### src/shared/pofcl_pkg.sv
// Constants and carrier types for the power-on flash configuration loader.
// Assumes a flash with a simple word read/write request-acknowledge port.
package pofcl_pkg;
    localparam int ADDR_W = 16;
    localparam int DATA_W = 16;
    localparam int DAC_W = 8;
    localparam logic [7:0] NUM_DACS = 8'h10;
    localparam logic [ADDR_W-1:0] CONST_BASE = 16'h0000;
    localparam logic [ADDR_W-1:0] REF_ADDR = 16'h0040;
    localparam logic [ADDR_W-1:0] AUTOLOAD_ADDR = 16'h0041;
    localparam logic [ADDR_W-1:0] IMAGE_LEN_ADDR = 16'h0042;
    localparam logic [ADDR_W-1:0] IMAGE_BASE = 16'h0100;
    localparam logic [DATA_W-1:0] AUTOLOAD_EN_VAL = 16'h0001;
    localparam int CLK_HZ = 40_000_000;
    localparam int CAL_LIMIT_S = 120;
    localparam longint CAL_LIMIT_CYC = longint'(CLK_HZ) * CAL_LIMIT_S;

    typedef struct packed {
        logic req;
        logic wr;
        logic [ADDR_W-1:0] addr;
        logic [DATA_W-1:0] wdata;
    } pofcl_flash_req_t;

    typedef struct packed {
        logic ack;
        logic err;
        logic [DATA_W-1:0] rdata;
    } pofcl_flash_rsp_t;

    typedef struct packed {
        logic we;
        logic [7:0] sel;
        logic [DAC_W-1:0] value;
    } pofcl_dac_wr_t;

    typedef enum logic [7:0] {
        ST_IDLE = 8'h01,
        ST_RD_CONST = 8'h02,
        ST_RD_CFG = 8'h04,
        ST_RD_LEN = 8'h08,
        ST_IMAGE = 8'h10,
        ST_DONE = 8'h20,
        ST_SAVE = 8'h40,
        ST_FAIL = 8'h80
    } pofcl_state_t;
endpackage
### src/logic/pofcl_loader.sv
// Power-on loader: constants from flash to correction DACs, then optional image load.
// Assumes flash answers each request with one ack pulse; image sink takes a word per valid.
`timescale 1ns/100ps
`default_nettype none
module pofcl_loader
    import pofcl_pkg::*;
(
    // Clock and reset
    input wire logic CLOCK,
    input wire logic SYS_RST,
    // Board switches
    input wire logic FLASH_LOAD_INHIBIT_SWITCH,
    input wire logic UNUSED_SWITCH_A,
    input wire logic UNUSED_SWITCH_B,
    // Flash port
    output pofcl_pkg::pofcl_flash_req_t FLASH_REQ,
    input wire pofcl_pkg::pofcl_flash_rsp_t FLASH_RSP,
    // Correction DACs
    output pofcl_pkg::pofcl_dac_wr_t DAC_WR,
    // Calibration save request
    input wire logic CAL_SAVE_REQ,
    input wire logic CAL_SAVE_REF,
    input wire logic [7:0] CAL_SAVE_SEL,
    input wire logic [pofcl_pkg::DATA_W-1:0] CAL_SAVE_DATA,
    output logic CAL_SAVE_BUSY,
    output logic CAL_SAVE_DONE,
    input wire logic CAL_RUN,
    output logic CAL_TIMEOUT,
    output logic [pofcl_pkg::DATA_W-1:0] REF_VALUE,
    // Programmable logic configuration
    output logic IMG_VALID,
    output logic [pofcl_pkg::DATA_W-1:0] IMG_DATA,
    input wire logic IMG_READY,
    output logic LOGIC_HOLD,
    // Analog data pass-through
    input wire logic [pofcl_pkg::DATA_W-1:0] AI_IN,
    output logic [pofcl_pkg::DATA_W-1:0] AI_TO_USER,
    input wire logic [pofcl_pkg::DATA_W-1:0] AO_FROM_USER,
    output logic [pofcl_pkg::DATA_W-1:0] AO_OUT,
    // Status
    output logic LOAD_DONE,
    output logic LOAD_ERROR,
    output logic CAL_NOT_GUARANTEED
);
    import pofcl_pkg::*;

    pofcl_state_t state_ff, nxt_state;
    logic [7:0] idx_ff;
    logic [ADDR_W-1:0] img_cnt_ff, img_len_ff;
    logic inhibit_ff, autoload_ff, pend_ff, sw_seen_ff;
    logic [DATA_W-1:0] img_word_ff;
    logic img_have_ff;
    // One bit above 32 so the two-minute count is reachable
    logic [32:0] cal_cnt_ff;
    logic ack_ok;

    assign ack_ok = FLASH_RSP.ack && !FLASH_RSP.err;

    // Switch sampled once after reset release; unused switches never read
    always_ff @(posedge CLOCK or posedge SYS_RST)
    begin
        if (SYS_RST)
        begin
            inhibit_ff <= 1'b1;
            sw_seen_ff <= 1'b0;
        end
        else if (!sw_seen_ff)
        begin
            inhibit_ff <= FLASH_LOAD_INHIBIT_SWITCH;
            sw_seen_ff <= 1'b1;
        end
    end

    always_comb
    begin
        nxt_state = state_ff;
        unique case (state_ff)
            ST_IDLE: if (sw_seen_ff) nxt_state = ST_RD_CONST;
            ST_RD_CONST:
                if (FLASH_RSP.ack && FLASH_RSP.err) nxt_state = ST_FAIL;
                else if (ack_ok && idx_ff == NUM_DACS - 8'h01) nxt_state = ST_RD_CFG;
            ST_RD_CFG:
                if (FLASH_RSP.ack && FLASH_RSP.err) nxt_state = ST_FAIL;
                else if (ack_ok) nxt_state = ST_RD_LEN;
            ST_RD_LEN:
                if (FLASH_RSP.ack && FLASH_RSP.err) nxt_state = ST_FAIL;
                else if (ack_ok)
                    nxt_state = (!inhibit_ff && autoload_ff && FLASH_RSP.rdata != '0) ? ST_IMAGE : ST_DONE;
            ST_IMAGE:
                if (FLASH_RSP.ack && FLASH_RSP.err) nxt_state = ST_FAIL;
                else if (img_cnt_ff == img_len_ff && !img_have_ff && !pend_ff) nxt_state = ST_DONE;
            ST_DONE: if (CAL_SAVE_REQ) nxt_state = ST_SAVE;
            ST_SAVE:
                if (FLASH_RSP.ack) nxt_state = FLASH_RSP.err ? ST_FAIL : ST_DONE;
            ST_FAIL: nxt_state = ST_FAIL;
            default: nxt_state = ST_FAIL;
        endcase
    end

    always_ff @(posedge CLOCK or posedge SYS_RST)
    begin
        if (SYS_RST)
            state_ff <= ST_IDLE;
        else
            state_ff <= nxt_state;
    end

    // Flash requests: one outstanding word at a time
    always_ff @(posedge CLOCK or posedge SYS_RST)
    begin
        if (SYS_RST)
        begin
            FLASH_REQ <= '0;
            pend_ff <= 1'b0;
        end
        else if (FLASH_RSP.ack)
        begin
            FLASH_REQ.req <= 1'b0;
            pend_ff <= 1'b0;
        end
        else if (!pend_ff)
        begin
            FLASH_REQ.wr <= 1'b0;
            FLASH_REQ.wdata <= '0;
            unique case (state_ff)
                ST_RD_CONST:
                begin
                    FLASH_REQ.req <= 1'b1;
                    FLASH_REQ.addr <= CONST_BASE + ADDR_W'(idx_ff);
                    pend_ff <= 1'b1;
                end
                ST_RD_CFG:
                begin
                    FLASH_REQ.req <= 1'b1;
                    FLASH_REQ.addr <= AUTOLOAD_ADDR;
                    pend_ff <= 1'b1;
                end
                ST_RD_LEN:
                begin
                    FLASH_REQ.req <= 1'b1;
                    FLASH_REQ.addr <= IMAGE_LEN_ADDR;
                    pend_ff <= 1'b1;
                end
                ST_IMAGE:
                    if (!img_have_ff && img_cnt_ff != img_len_ff)
                    begin
                        FLASH_REQ.req <= 1'b1;
                        FLASH_REQ.addr <= IMAGE_BASE + img_cnt_ff;
                        pend_ff <= 1'b1;
                    end
                ST_SAVE:
                begin
                    // Stored constants with select 0 to 15 are what the next power-on loads
                    FLASH_REQ.req <= 1'b1;
                    FLASH_REQ.wr <= 1'b1;
                    FLASH_REQ.addr <= CAL_SAVE_REF ? REF_ADDR : CONST_BASE + ADDR_W'(CAL_SAVE_SEL);
                    FLASH_REQ.wdata <= CAL_SAVE_DATA;
                    pend_ff <= 1'b1;
                end
                default: FLASH_REQ.req <= 1'b0;
            endcase
        end
    end

    // Constant index, config and DAC writes
    always_ff @(posedge CLOCK or posedge SYS_RST)
    begin
        if (SYS_RST)
        begin
            idx_ff <= '0;
            autoload_ff <= 1'b0;
            img_len_ff <= '0;
            DAC_WR <= '0;
        end
        else
        begin
            DAC_WR.we <= 1'b0;
            if (state_ff == ST_RD_CONST && ack_ok)
            begin
                DAC_WR.we <= 1'b1;
                DAC_WR.sel <= idx_ff;
                DAC_WR.value <= FLASH_RSP.rdata[DAC_W-1:0];
                idx_ff <= idx_ff + 8'h01;
            end
            if (state_ff == ST_RD_CFG && ack_ok)
                autoload_ff <= (FLASH_RSP.rdata == AUTOLOAD_EN_VAL);
            if (state_ff == ST_RD_LEN && ack_ok)
                img_len_ff <= FLASH_RSP.rdata;
            if (state_ff == ST_DONE && CAL_SAVE_REQ && CAL_RUN && !CAL_SAVE_REF)
            begin
                // Live calibration adjustment of one DAC
                DAC_WR.we <= 1'b1;
                DAC_WR.sel <= CAL_SAVE_SEL;
                DAC_WR.value <= CAL_SAVE_DATA[DAC_W-1:0];
            end
        end
    end

    // Image streaming to the programmable logic
    always_ff @(posedge CLOCK or posedge SYS_RST)
    begin
        if (SYS_RST)
        begin
            img_cnt_ff <= '0;
            img_word_ff <= '0;
            img_have_ff <= 1'b0;
        end
        else
        begin
            if (img_have_ff && IMG_READY)
                img_have_ff <= 1'b0;
            if (state_ff == ST_IMAGE && ack_ok)
            begin
                img_word_ff <= FLASH_RSP.rdata;
                img_have_ff <= 1'b1;
                img_cnt_ff <= img_cnt_ff + 16'h0001;
            end
        end
    end

    assign IMG_VALID = img_have_ff;
    assign IMG_DATA = img_word_ff;

    // Reference value tracking and calibration watchdog
    always_ff @(posedge CLOCK or posedge SYS_RST)
    begin
        if (SYS_RST)
        begin
            REF_VALUE <= '0;
            cal_cnt_ff <= '0;
            CAL_TIMEOUT <= 1'b0;
            CAL_SAVE_DONE <= 1'b0;
        end
        else
        begin
            CAL_SAVE_DONE <= state_ff == ST_SAVE && ack_ok;
            if (state_ff == ST_SAVE && ack_ok && CAL_SAVE_REF)
                REF_VALUE <= FLASH_REQ.wdata;
            if (!CAL_RUN)
                cal_cnt_ff <= '0;
            else if (64'(cal_cnt_ff) < CAL_LIMIT_CYC)
                cal_cnt_ff <= cal_cnt_ff + 33'h0_0000_0001;
            CAL_TIMEOUT <= CAL_RUN && 64'(cal_cnt_ff) >= CAL_LIMIT_CYC;
        end
    end

    assign CAL_SAVE_BUSY = state_ff == ST_SAVE;

    // Analog data already corrected in hardware; forwarded unchanged
    always_ff @(posedge CLOCK or posedge SYS_RST)
    begin
        if (SYS_RST)
        begin
            AI_TO_USER <= '0;
            AO_OUT <= '0;
        end
        else
        begin
            AI_TO_USER <= AI_IN;
            AO_OUT <= AO_FROM_USER;
        end
    end

    // Status outputs
    always_ff @(posedge CLOCK or posedge SYS_RST)
    begin
        if (SYS_RST)
        begin
            LOGIC_HOLD <= 1'b1;
            LOAD_DONE <= 1'b0;
            LOAD_ERROR <= 1'b0;
            CAL_NOT_GUARANTEED <= 1'b0;
        end
        else
        begin
            LOGIC_HOLD <= !(nxt_state == ST_DONE || nxt_state == ST_SAVE);
            LOAD_DONE <= nxt_state == ST_DONE || nxt_state == ST_SAVE;
            LOAD_ERROR <= nxt_state == ST_FAIL;
            CAL_NOT_GUARANTEED <= sw_seen_ff && inhibit_ff;
        end
    end

    dac_before_img_a: assert property (@(posedge CLOCK) disable iff (SYS_RST)
        (state_ff == ST_IMAGE) |-> idx_ff == NUM_DACS) else $error("image before constants");
    inhibit_blocks_a: assert property (@(posedge CLOCK) disable iff (SYS_RST)
        inhibit_ff && sw_seen_ff |-> state_ff != ST_IMAGE) else $error("image with inhibit");
    autoload_need_a: assert property (@(posedge CLOCK) disable iff (SYS_RST)
        $rose(state_ff == ST_IMAGE) |-> autoload_ff && !inhibit_ff) else $error("image without both");
    allow_load_a: assert property (@(posedge CLOCK) disable iff (SYS_RST)
        state_ff == ST_RD_LEN && ack_ok && !inhibit_ff && autoload_ff && FLASH_RSP.rdata != '0
        |=> state_ff == ST_IMAGE) else $error("allowed image not loaded");
    hold_done_a: assert property (@(posedge CLOCK) disable iff (SYS_RST)
        LOAD_DONE |-> !LOGIC_HOLD && !LOAD_ERROR) else $error("done while held");
    no_correct_a: assert property (@(posedge CLOCK) disable iff (SYS_RST)
        !$past(SYS_RST) |-> AI_TO_USER == $past(AI_IN) && AO_OUT == $past(AO_FROM_USER))
        else $error("analog data altered");
    not_guar_a: assert property (@(posedge CLOCK) disable iff (SYS_RST)
        sw_seen_ff && inhibit_ff |=> CAL_NOT_GUARANTEED) else $error("flag missing");
    save_write_a: assert property (@(posedge CLOCK) disable iff (SYS_RST)
        state_ff == ST_SAVE && FLASH_REQ.req |-> FLASH_REQ.wr) else $error("save not a write");
    ref_saved_a: assert property (@(posedge CLOCK) disable iff (SYS_RST)
        state_ff == ST_SAVE && ack_ok && CAL_SAVE_REF |=> REF_VALUE == $past(FLASH_REQ.wdata))
        else $error("reference not kept");

    load_image_c: cover property (@(posedge CLOCK) disable iff (SYS_RST) state_ff == ST_IMAGE ##[1:1000] LOAD_DONE);
    inhibit_c: cover property (@(posedge CLOCK) disable iff (SYS_RST) inhibit_ff && sw_seen_ff ##[1:200] LOAD_DONE);
    save_c: cover property (@(posedge CLOCK) disable iff (SYS_RST) CAL_SAVE_DONE);
    fail_c: cover property (@(posedge CLOCK) disable iff (SYS_RST) LOAD_ERROR);
endmodule
`default_nettype wire

### config.mk
export PLATFORM = sky130hd
export DESIGN_NAME = pofcl_loader
export DESIGN_NICKNAME = d
export VERILOG_FILES = /design/src/shared/pofcl_pkg.sv /design/src/logic/pofcl_loader.sv
export SDC_FILE = /design/constraint.sdc
export NUM_CORES = 1
export LEC_CHECK = 0
export BUFFER_PORTS_ARGS = -buffer_cell sky130_fd_sc_hd__buf_2
export CORE_UTILIZATION = 44
export DETAILED_ROUTE_END_ITERATION = 10
export PLACE_DENSITY = 0.67
export SLEW_MARGIN = 30
export SYNTH_ARGS = -nofsm -noshare
export SYNTH_HDL_FRONTEND = slang
export SYNTH_SLANG_ARGS = --single-unit
export TNS_END_PERCENT = 50
### constraint.sdc
create_clock -name CLOCK -period 8.4 [get_ports CLOCK]
set_clock_uncertainty 0.15 [all_clocks]
set_input_delay 1.68 -clock CLOCK [delete_from_list [all_inputs] [get_ports CLOCK]]
set_output_delay 1.68 -clock CLOCK [all_outputs]
set_load 0.1 [all_outputs]
# Word-level counts from Yosys, hierarchy flattened
# Cells that the tools add are included.
# op_classes
n_addsub	4
order_cmp	2
eq_ne	18
mux	33
bitwise	2
n_reduce_logical	35
# ops
op	count
$mux W8	13
$pmux W16 S5	1
$mux W33	2
$pmux W8 S7	1
$mux W17	2
$mux W34	1
$add A33 B1 Y33 const B	1
$ge A33 B33 Y1 const B	1
$lt A33 B33 Y1 const B	1
$mux W16	2
$logic_and A1 B1 Y1	20
$add A16 B1 Y16 const B	1
$add A9 B16 Y16 const A	1
$eq A16 B1 Y1 const B	1
$eq A16 B16 Y1	1
$eq A8 B4 Y1 const B	2
$eq A8 B6 Y1 const B	2
$eq A8 B7 Y1 const B	2
$ne A16 B16 Y1	1
$reduce_bool A16 Y1	1
$add A8 B1 Y8 const B	1
$eq A8 B1 Y1 const B	1
$eq A8 B2 Y1 const B	1
$eq A8 B3 Y1 const B	1
other kinds (16)	33
# word_totals
register_bits	207
in_bits	83
output_inout_bits	123
wordCells	121

# Longest topological paths before layout
# Gate-level depths: netlist (run 1).
# depth
word_depth	10
depth_mapped	9

# Worst setup path before layout (run 1)
# Ideal clock, no wire load.
# synth_path
path_type	register to output
startpoint	register state_ff[3]
endpoint	output port CAL_SAVE_BUSY
arrival_ns	2.311
path_slack_ns	4.259
stages_incl_launch_ff	5
path_cell_list	dfrtp_1 -> nor4_4 -> nand4b_1 -> clkinv_1 -> clkbuf_1
# synth_between
elab_chain_len	1
# synth_lines
item	line_no	source
start, declared	pofcl_loader.sv:47	pofcl_state_t state_ff, nxt_state;
start signal, assigned	pofcl_loader.sv:105	state_ff <= nxt_state;
$eq A8 B7 Y1	pofcl_loader.sv:247	assign CAL_SAVE_BUSY = state_ff == ST_SAVE;
end, declared	pofcl_loader.sv:25	output logic CAL_SAVE_BUSY,
# No other way between the ends.

# Worst setup path in the final report (run 1)
# layout_path
startpoint	register state_ff[1]
endpoint	output port CAL_SAVE_BUSY
# The elaborated chain is that of the path after synthesis.

==> results of run 1 <==
-- report_power, final --
| part | internal (mW) | switching, mW | total [mW] | leakage [nW] |
|---|---|---|---|---|
| clock network | 0.620 | 0.389 | 1.01 | 0.371 |
| logic | 0.0264 | 0.130 | 0.156 | 2.45 |
| registers | 1.01 | 0.00512 | 1.02 | 2.75 |
| total | 1.66 | 0.524 | 2.18 | 5.57 |
-- sequential cells by signal (all words and copies together) (netlist names) --
signal and flops:
AI_TO_USER 16, AO_OUT 16, CAL_NOT_GUARANTEED 1, CAL_SAVE_DONE 1
CAL_TIMEOUT 1, DAC_WR 17, FLASH_REQ 34, IMG_DATA 16
IMG_VALID 1, LOAD_DONE 1, LOAD_ERROR 1, LOGIC_HOLD 1
REF_VALUE 16, autoload_ff 1, cal_cnt_ff 33, idx_ff 8
img_cnt_ff 16, img_len_ff 16, inhibit_ff 1, pend_ff 1
state_ff 8, sw_seen_ff 1
-- cells in the final DEF (no fill, tap or decap), types with 4 or more instances in the layout --
cell,synthesis,layout
dfrtp_1,204,204
buf_2,8,203
nand2_1,128,128
nor2_1,56,55
xnor2_1,44,44
nand3_1,42,42
mux2_2,33,33
xor2_1,27,27
o21ai_0,26,26
clkbuf_16,0,23
nand4_1,21,21
inv_1,22,21
a21oi_1,17,17
a22o_1,14,13
a21o_1,13,13
nor3_1,10,9
and3_1,9,9
nor4_1,7,7
or3_1,7,7
clkbuf_1,17,6
buf_4,0,6
and2_1,5,5
a222oi_1,5,5
ha_1,5,5
nor2b_1,4,4
nor4b_1,4,4
mux2i_1,4,4
a31oi_1,5,4
-- worst max-delay path by stage --
stage / from / to / slack [ps] / depth (start not counted)
2_1_floorplan: SYS_RST / AI_TO_USER[0] / 920 / 1
3_3_place_gp: FLASH_RSP[17] / FLASH_REQ[31] / 4180 / 6
3_5_place_dp: FLASH_RSP[17] / FLASH_REQ[31] / 4150 / 6
4_1_cts: state_ff[1] / CAL_SAVE_BUSY / 4070 / 4
5_1_grt: state_ff[1] / CAL_SAVE_BUSY / 3850 / 4
6_report: state_ff[1] / CAL_SAVE_BUSY / 3990 / 4
-- kinds of logic (layout without fill, tap and decap cells) --
kind of cell	Yosys count	count (layout)	share of synthesized area [%]
AO/OA/AOI/OAI	99	99	7.96
XOR/XNOR	71	71	7.11
adder cells (fa/ha/maj)	5	5	0.716
buffers and inverters	52	272	2.45
flip-flops	207	207	59.3
multiplexers	37	37	4.71
other	1	1	0.0429
AND/OR/NAND/NOR	318	318	17.7
-- layout make-up --
type	count	area (um^2)
Fill cell	1714	8660
Timing Repair Buffer	210	1070
Tap cell	265	332
Inverter	23	98.8
Sequential cell	207	5180
Clock buffer	32	639
Clock inverter	7	114
Multi-Input combinational cell	531	3360
-- stage by stage --
step / instances / worst slack (ps)
2_1_floorplan: 790 / 922
3_3_place_gp: 1236 / 4180
3_5_place_dp: 1236 / 4150
4_1_cts: 1275 / 4070
5_1_grt: 1275 / 3850
6_report: 1275 / 3990
-- worst reg2reg max path, stage by stage, from the launching register on --
cell and delay (ps):
dfrtp_1 480, nor4_2 540, and4_1 900, and2_1 290, nand3_1 130, or2_2 330
xnor2_1 120
-- metal layers --
| metal | routed length, um | part of all wire [%] |
|---|---|---|
| met3 | 1500 | 7.1 |
| met2 | 9640 | 46 |
| met5 | 13 | 0.062 |
| met4 | 538 | 2.6 |
| met1 | 9280 | 44 |
==> qor.txt, run 1 <==
Synth warn - 0
Drt pass-1 iters - 5
Core box area - 0.0195 mm^2
Ranking of synthesized cells by area - dfrtp_1, nand2_1, xnor2_1
Pwr dens - 202 mW/mm^2
Worst EP required - 6570 ps
RSZ-0062 raised after global routing - false
Hold slack - 256 ps
Worst path buffer plus inverter count - 2
DR WL/cell - 16.4 um
CP max stage cell - nand4b_1
Syn_nets - 878
CTS H-tree depth - 1
Initial Util - 44.9%
Final setup fails - 0
Max clock buf depth - 3
Grt met3 use - 4.96%
Top-count cell post-synth - dfrtp_1
Clock Pin Slew Worst Setup and Hold Paths - 60 ps
Root Buffer Master - clkbuf_16
Hold path cells - 1
CTS Sinks - 207
Clock Latency Late Sink - 510 ps
Die Span Y - 143 um
Worst endpoint data arrival time - 2580 ps
Most used routing layer - met2
Cts hold-fix bufs - 0
Worst-margin pin slew - 943 ps
Area of placed instances - 0.0100 mm^2
Total negative slack - 0 ps
Post-synthesis sequential area ratio - 59.3%
First-pass GRT wire length - 33500 um
#FFs+latches synth - 207
Hold wc startpoint - sw_seen_ff
Width of the die - 143 um
VDD IR max - 0.123 mV
GRT overflow - 0
Critical path, cell by cell - nor2_1 -> nand4b_1 -> clkinv_1 -> buf_2
Synth unique cells - 61
Hold path endpoint - state_ff[0]
Area added between synthesis and finish - 23.5%
Share of the synthesized area in the top cell type - 58.4%
Syn Std Cell Area - 0.00874 mm^2
CTS tree - done
Post-CTS Resized - 0
DRT Wirelength - 21000 um
Post-DP HPWL - 14600 um
Flop-to-flop setup slack - 5350 ps
Pleak - 5.57 nW
Ys async rst share - 100%
Gpl congestion - 0.871
Reg2reg path depth - 6
RR Startpoint - state_ff[5]
N_diodes - 0
Final period utilization - 52.5%
CP Launch Type - flop
Number of CTS-inserted buffers - 23
Prevailing post-synth register cell - dfrtp_1
Slew Viols, Final - 0
Row cnt - 51
Avg Vias per Cell - 5.18
Setup CP Type - flop to primary output
Synth cell count leaders - dfrtp_1, nand2_1, nor2_1, xnor2_1, nand3_1
Family with the most delay on the worst path - simple AND/OR/NAND/NOR gates
Buffers on Ports - 203
Setup bufs post-CTS - 0
Synth Instances - 790
DRC viols - 0
Worst Path Max Fanout - 9
Post-synth top area cell - dfrtp_1
Final net count - 1084
Util after Layout - 55.5%
Worst min-delay path category - flop to flop
Critical path's largest stage delay - 480 ps
Met2 Use GR - 32.8%
Relative slew slack - 37.1%
Largest net degree at the start of global routing - 129
Fin crit period - 4410 ps
I/O Pins - 206
Fraction of layout cells with a size suffix above 1 - 29.2%
Fin. Hold Viols - 0
DRT iter0 DRCs - 394
Die area - 0.0204 mm^2
Design area - 0.0108 mm^2
Syn_area_per_cell - 11.1 um^2
Number of max-cap violations - 0
Met1 Resource Use GR - 28.0%
CP endpoint kind - primary output
Vias in the first global route - 6362
Outcome - finished clean
Initial antenna violation count - 1
Number of flops mapped to enable cells by yosys - 0
Total GRT Usage - 20.8%
Total Power - 2.18 mW
Max Fclk - 227 MHz
Capturing point of the worst reg2reg path - idx_ff[6]
Antenna-violating nets left - 0
Via count - 6602
Power figures use the tool's default switching activity.
==> run 2, diff against run 1 <==
--- a/config.mk
+++ b/config.mk
@@ -5,10 +5,11 @@
 export SDC_FILE = /design/constraint.sdc
 export NUM_CORES = 1
 export LEC_CHECK = 0
+export ABC_AREA = 1
 export BUFFER_PORTS_ARGS = -buffer_cell sky130_fd_sc_hd__buf_2
 export CORE_UTILIZATION = 44
 export DETAILED_ROUTE_END_ITERATION = 10
-export PLACE_DENSITY = 0.67
+export PLACE_DENSITY = 0.69
 export SLEW_MARGIN = 30
 export SYNTH_ARGS = -nofsm -noshare
 export SYNTH_HDL_FRONTEND = slang
==> constraint.sdc (replaced) <==
create_clock -name CLOCK -period 3.8 [get_ports CLOCK]
set_clock_uncertainty 0.15 [all_clocks]
set_input_delay 0.76 -clock CLOCK [delete_from_list [all_inputs] [get_ports CLOCK]]
set_output_delay 0.76 -clock CLOCK [all_outputs]
set_load 0.1 [all_outputs]
==> run 2 against run 1 <==
  * Clock power up 120%
  * Total power up 120%
  * Via count up 25%
  * Hold slack worse by 200 ps
  * Register-to-register slack worse by 4100 ps
  * Critical path type unchanged
  * Critical endpoint unchanged
==> qor.txt, run 2 <==
Outcome - finished clean
Met1 Resource Use GR - 30.7%
Most used routing layer - met2
Vias in the first global route - 8040
Regs by FF count - FLASH_REQ (34), cal_cnt_ff (33), DAC_WR (17)
First-pass GRT wire length - 40500 um
Post-CTS Resized - 0
Initial antenna violation count - 2
Synth cell count leaders - nand2_1, dfrtp_1, inv_1, nor2_1, o21ai_0
Clock Pin Slew Worst Setup and Hold Paths - 60 ps
Via count - 8264
Total Power - 4.90 mW
Total GRT Usage - 22.8%
Die area - 0.0225 mm^2
Worst endpoint data arrival time - 2100 ps
Gpl congestion - 0.916
Max Fclk - 332 MHz
Fin crit period - 3010 ps
Max reg flops - 34
Clock Latency Late Sink - 510 ps
RSZ-0062 raised after global routing - false
Fraction of layout cells with a size suffix above 1 - 21.5%
Prevailing post-synth register cell - dfrtp_1
Most frequent cells in the layout - nand2_1, dfrtp_1, buf_2
Initial Util - 45.4%
Slew Viols, Final - 0
Setup CP Type - flop to primary output
CTS Sinks - 207
Area added between synthesis and finish - 21.9%
Max clock buf depth - 3
Final setup fails - 0
VDD IR max - 0.342 mV
CTS H-tree depth - 1
GRT overflow - 0
Total negative slack - 0 ps
Ys async rst share - 100%
Post-synth top area cell - dfrtp_1
Syn Std Cell Area - 0.00964 mm^2
Number of max-cap violations - 0
Worst min-delay path category - input port to async pin
Worst-margin pin slew - 899 ps
Width of the die - 150 um
Commonest non-fill, non-tap cell in the layout - nand2_1
DRT Wirelength - 24800 um
Grt met3 use - 2.96%
DRC viols - 0
Fin. Hold Viols - 0
Pwr dens - 417 mW/mm^2
Row cnt - 53
Largest net degree at the start of global routing - 67
#FFs+latches synth - 207
Share of the synthesized area in the top cell type - 53.0%
Worst Path Max Fanout - 21
Drt pass-1 iters - 5
Relative slew slack - 39.9%
Syn_nets - 1243
Synth unique cells - 41
CTS tree - done
Top-count cell post-synth - nand2_1
Worst EP required - 2890 ps
Number of CTS-inserted buffers - 24
Synth Instances - 1155
Root Buffer Master - clkbuf_16
Core box area - 0.0212 mm^2
Synth warn - 0
CP endpoint kind - primary output
Avg Vias per Cell - 4.98
Antenna-violating nets left - 0
CP Launch Type - flop
DR WL/cell - 15.0 um
Final period utilization - 79.3%
Die Span Y - 150 um
Met2 Use GR - 38.0%
Buffers on Ports - 203
Hold slack - 58.5 ps
Syn_area_per_cell - 8.34 um^2
Number of fill cells - 2030
Setup bufs post-CTS - 0
Final net count - 1451
Pleak - 5.92 nW
Cts hold-fix bufs - 0
I/O Pins - 206
Biggest register - FLASH_REQ
DRT iter0 DRCs - 499
Ranking of synthesized cells by area - dfrtp_1, nand2_1, inv_1
Post-DP HPWL - 18400 um
Number of flops mapped to enable cells by yosys - 0
Post-synthesis sequential area ratio - 53.8%
[run 2: stage by stage]
stage	std cells	instance area, um^2	util, %	setup slack, ps
after global routing	1657	11800	55.4	713
after CTS	1655	11700	55.3	778
final	1658	11800	55.4	788
after floorplan	1155	9640	-	206
after detailed placement	1611	10900	51.6	1100
after global placement	1611	10900	51.6	1140
[run 2: cell type report]
| type | count | area, um^2 | area share, % |
|---|---|---|---|
| Clock inverter | 10 | 97.6 | 0.830 |
| Sequential cell | 207 | 5180 | 44.1 |
| Inverter | 142 | 537 | 4.57 |
| Clock buffer | 34 | 688 | 5.86 |
| Antenna cell | 2 | 5.00 | 0.0426 |
| Tap cell | 275 | 344 | 2.93 |
| Multi-Input combinational cell | 773 | 3750 | 31.9 |
| Timing Repair Buffer | 215 | 1140 | 9.73 |
[run 2: per-layer routing]
layer | share of wire (%) | wire length [um]
met4 | 2.3 | 581
met1 | 45 | 11000
met2 | 48 | 11900
met5 | 0 | 0
met3 | 5.2 | 1300
[run 2: kinds of logic (layout without fill, tap and decap cells)]
| logic type | count (synthesis) | count (layout) | share of synthesized area [%] |
|---|---|---|---|
| AOI/OAI and AO/OA | 142 | 142 | 8.57 |
| xor gates and xnor gates | 40 | 40 | 3.63 |
| adders and majority gates | 5 | 5 | 0.649 |
| buffers and inverters | 175 | 401 | 7.27 |
| DFF | 207 | 207 | 53.8 |
| other | 1 | 3 | 0.0389 |
| and+or+nand+nor | 585 | 585 | 26.1 |
[run 2: power by group]
group          leakage [nW]  internal [mW]  switching (mW)
logic                  2.82         0.0748           0.313
registers              2.71           2.24          0.0198
clock network         0.391           1.34           0.912
[run 2: worst max-delay path: stages, from the launching register on]
cell,delay (ps)
dfrtp_1,420
nor2_2,180
nand2_2,110
nor2_1,120
buf_4,270
buf_2,480
[run 2: worst paths after layout]
| kind | from | endpoint | slack, ps | depth (start not counted) |
|---|---|---|---|---|
| worst min register to register | sw_seen_ff | state_ff[0] | 280 | 1 |
| worst max-delay path | state_ff[3] | CAL_SAVE_BUSY | 790 | 5 |
| max in group asynchronous | SYS_RST | FLASH_REQ[11] | 2580 | 4 |
| worst min-delay path | SYS_RST | AI_TO_USER[4] | 60 | 2 |
| worst max register to register | state_ff[3] | REF_VALUE[12] | 1250 | 8 |
| min in group CLOCK | AO_FROM_USER[12] | AO_OUT[12] | 200 | 1 |
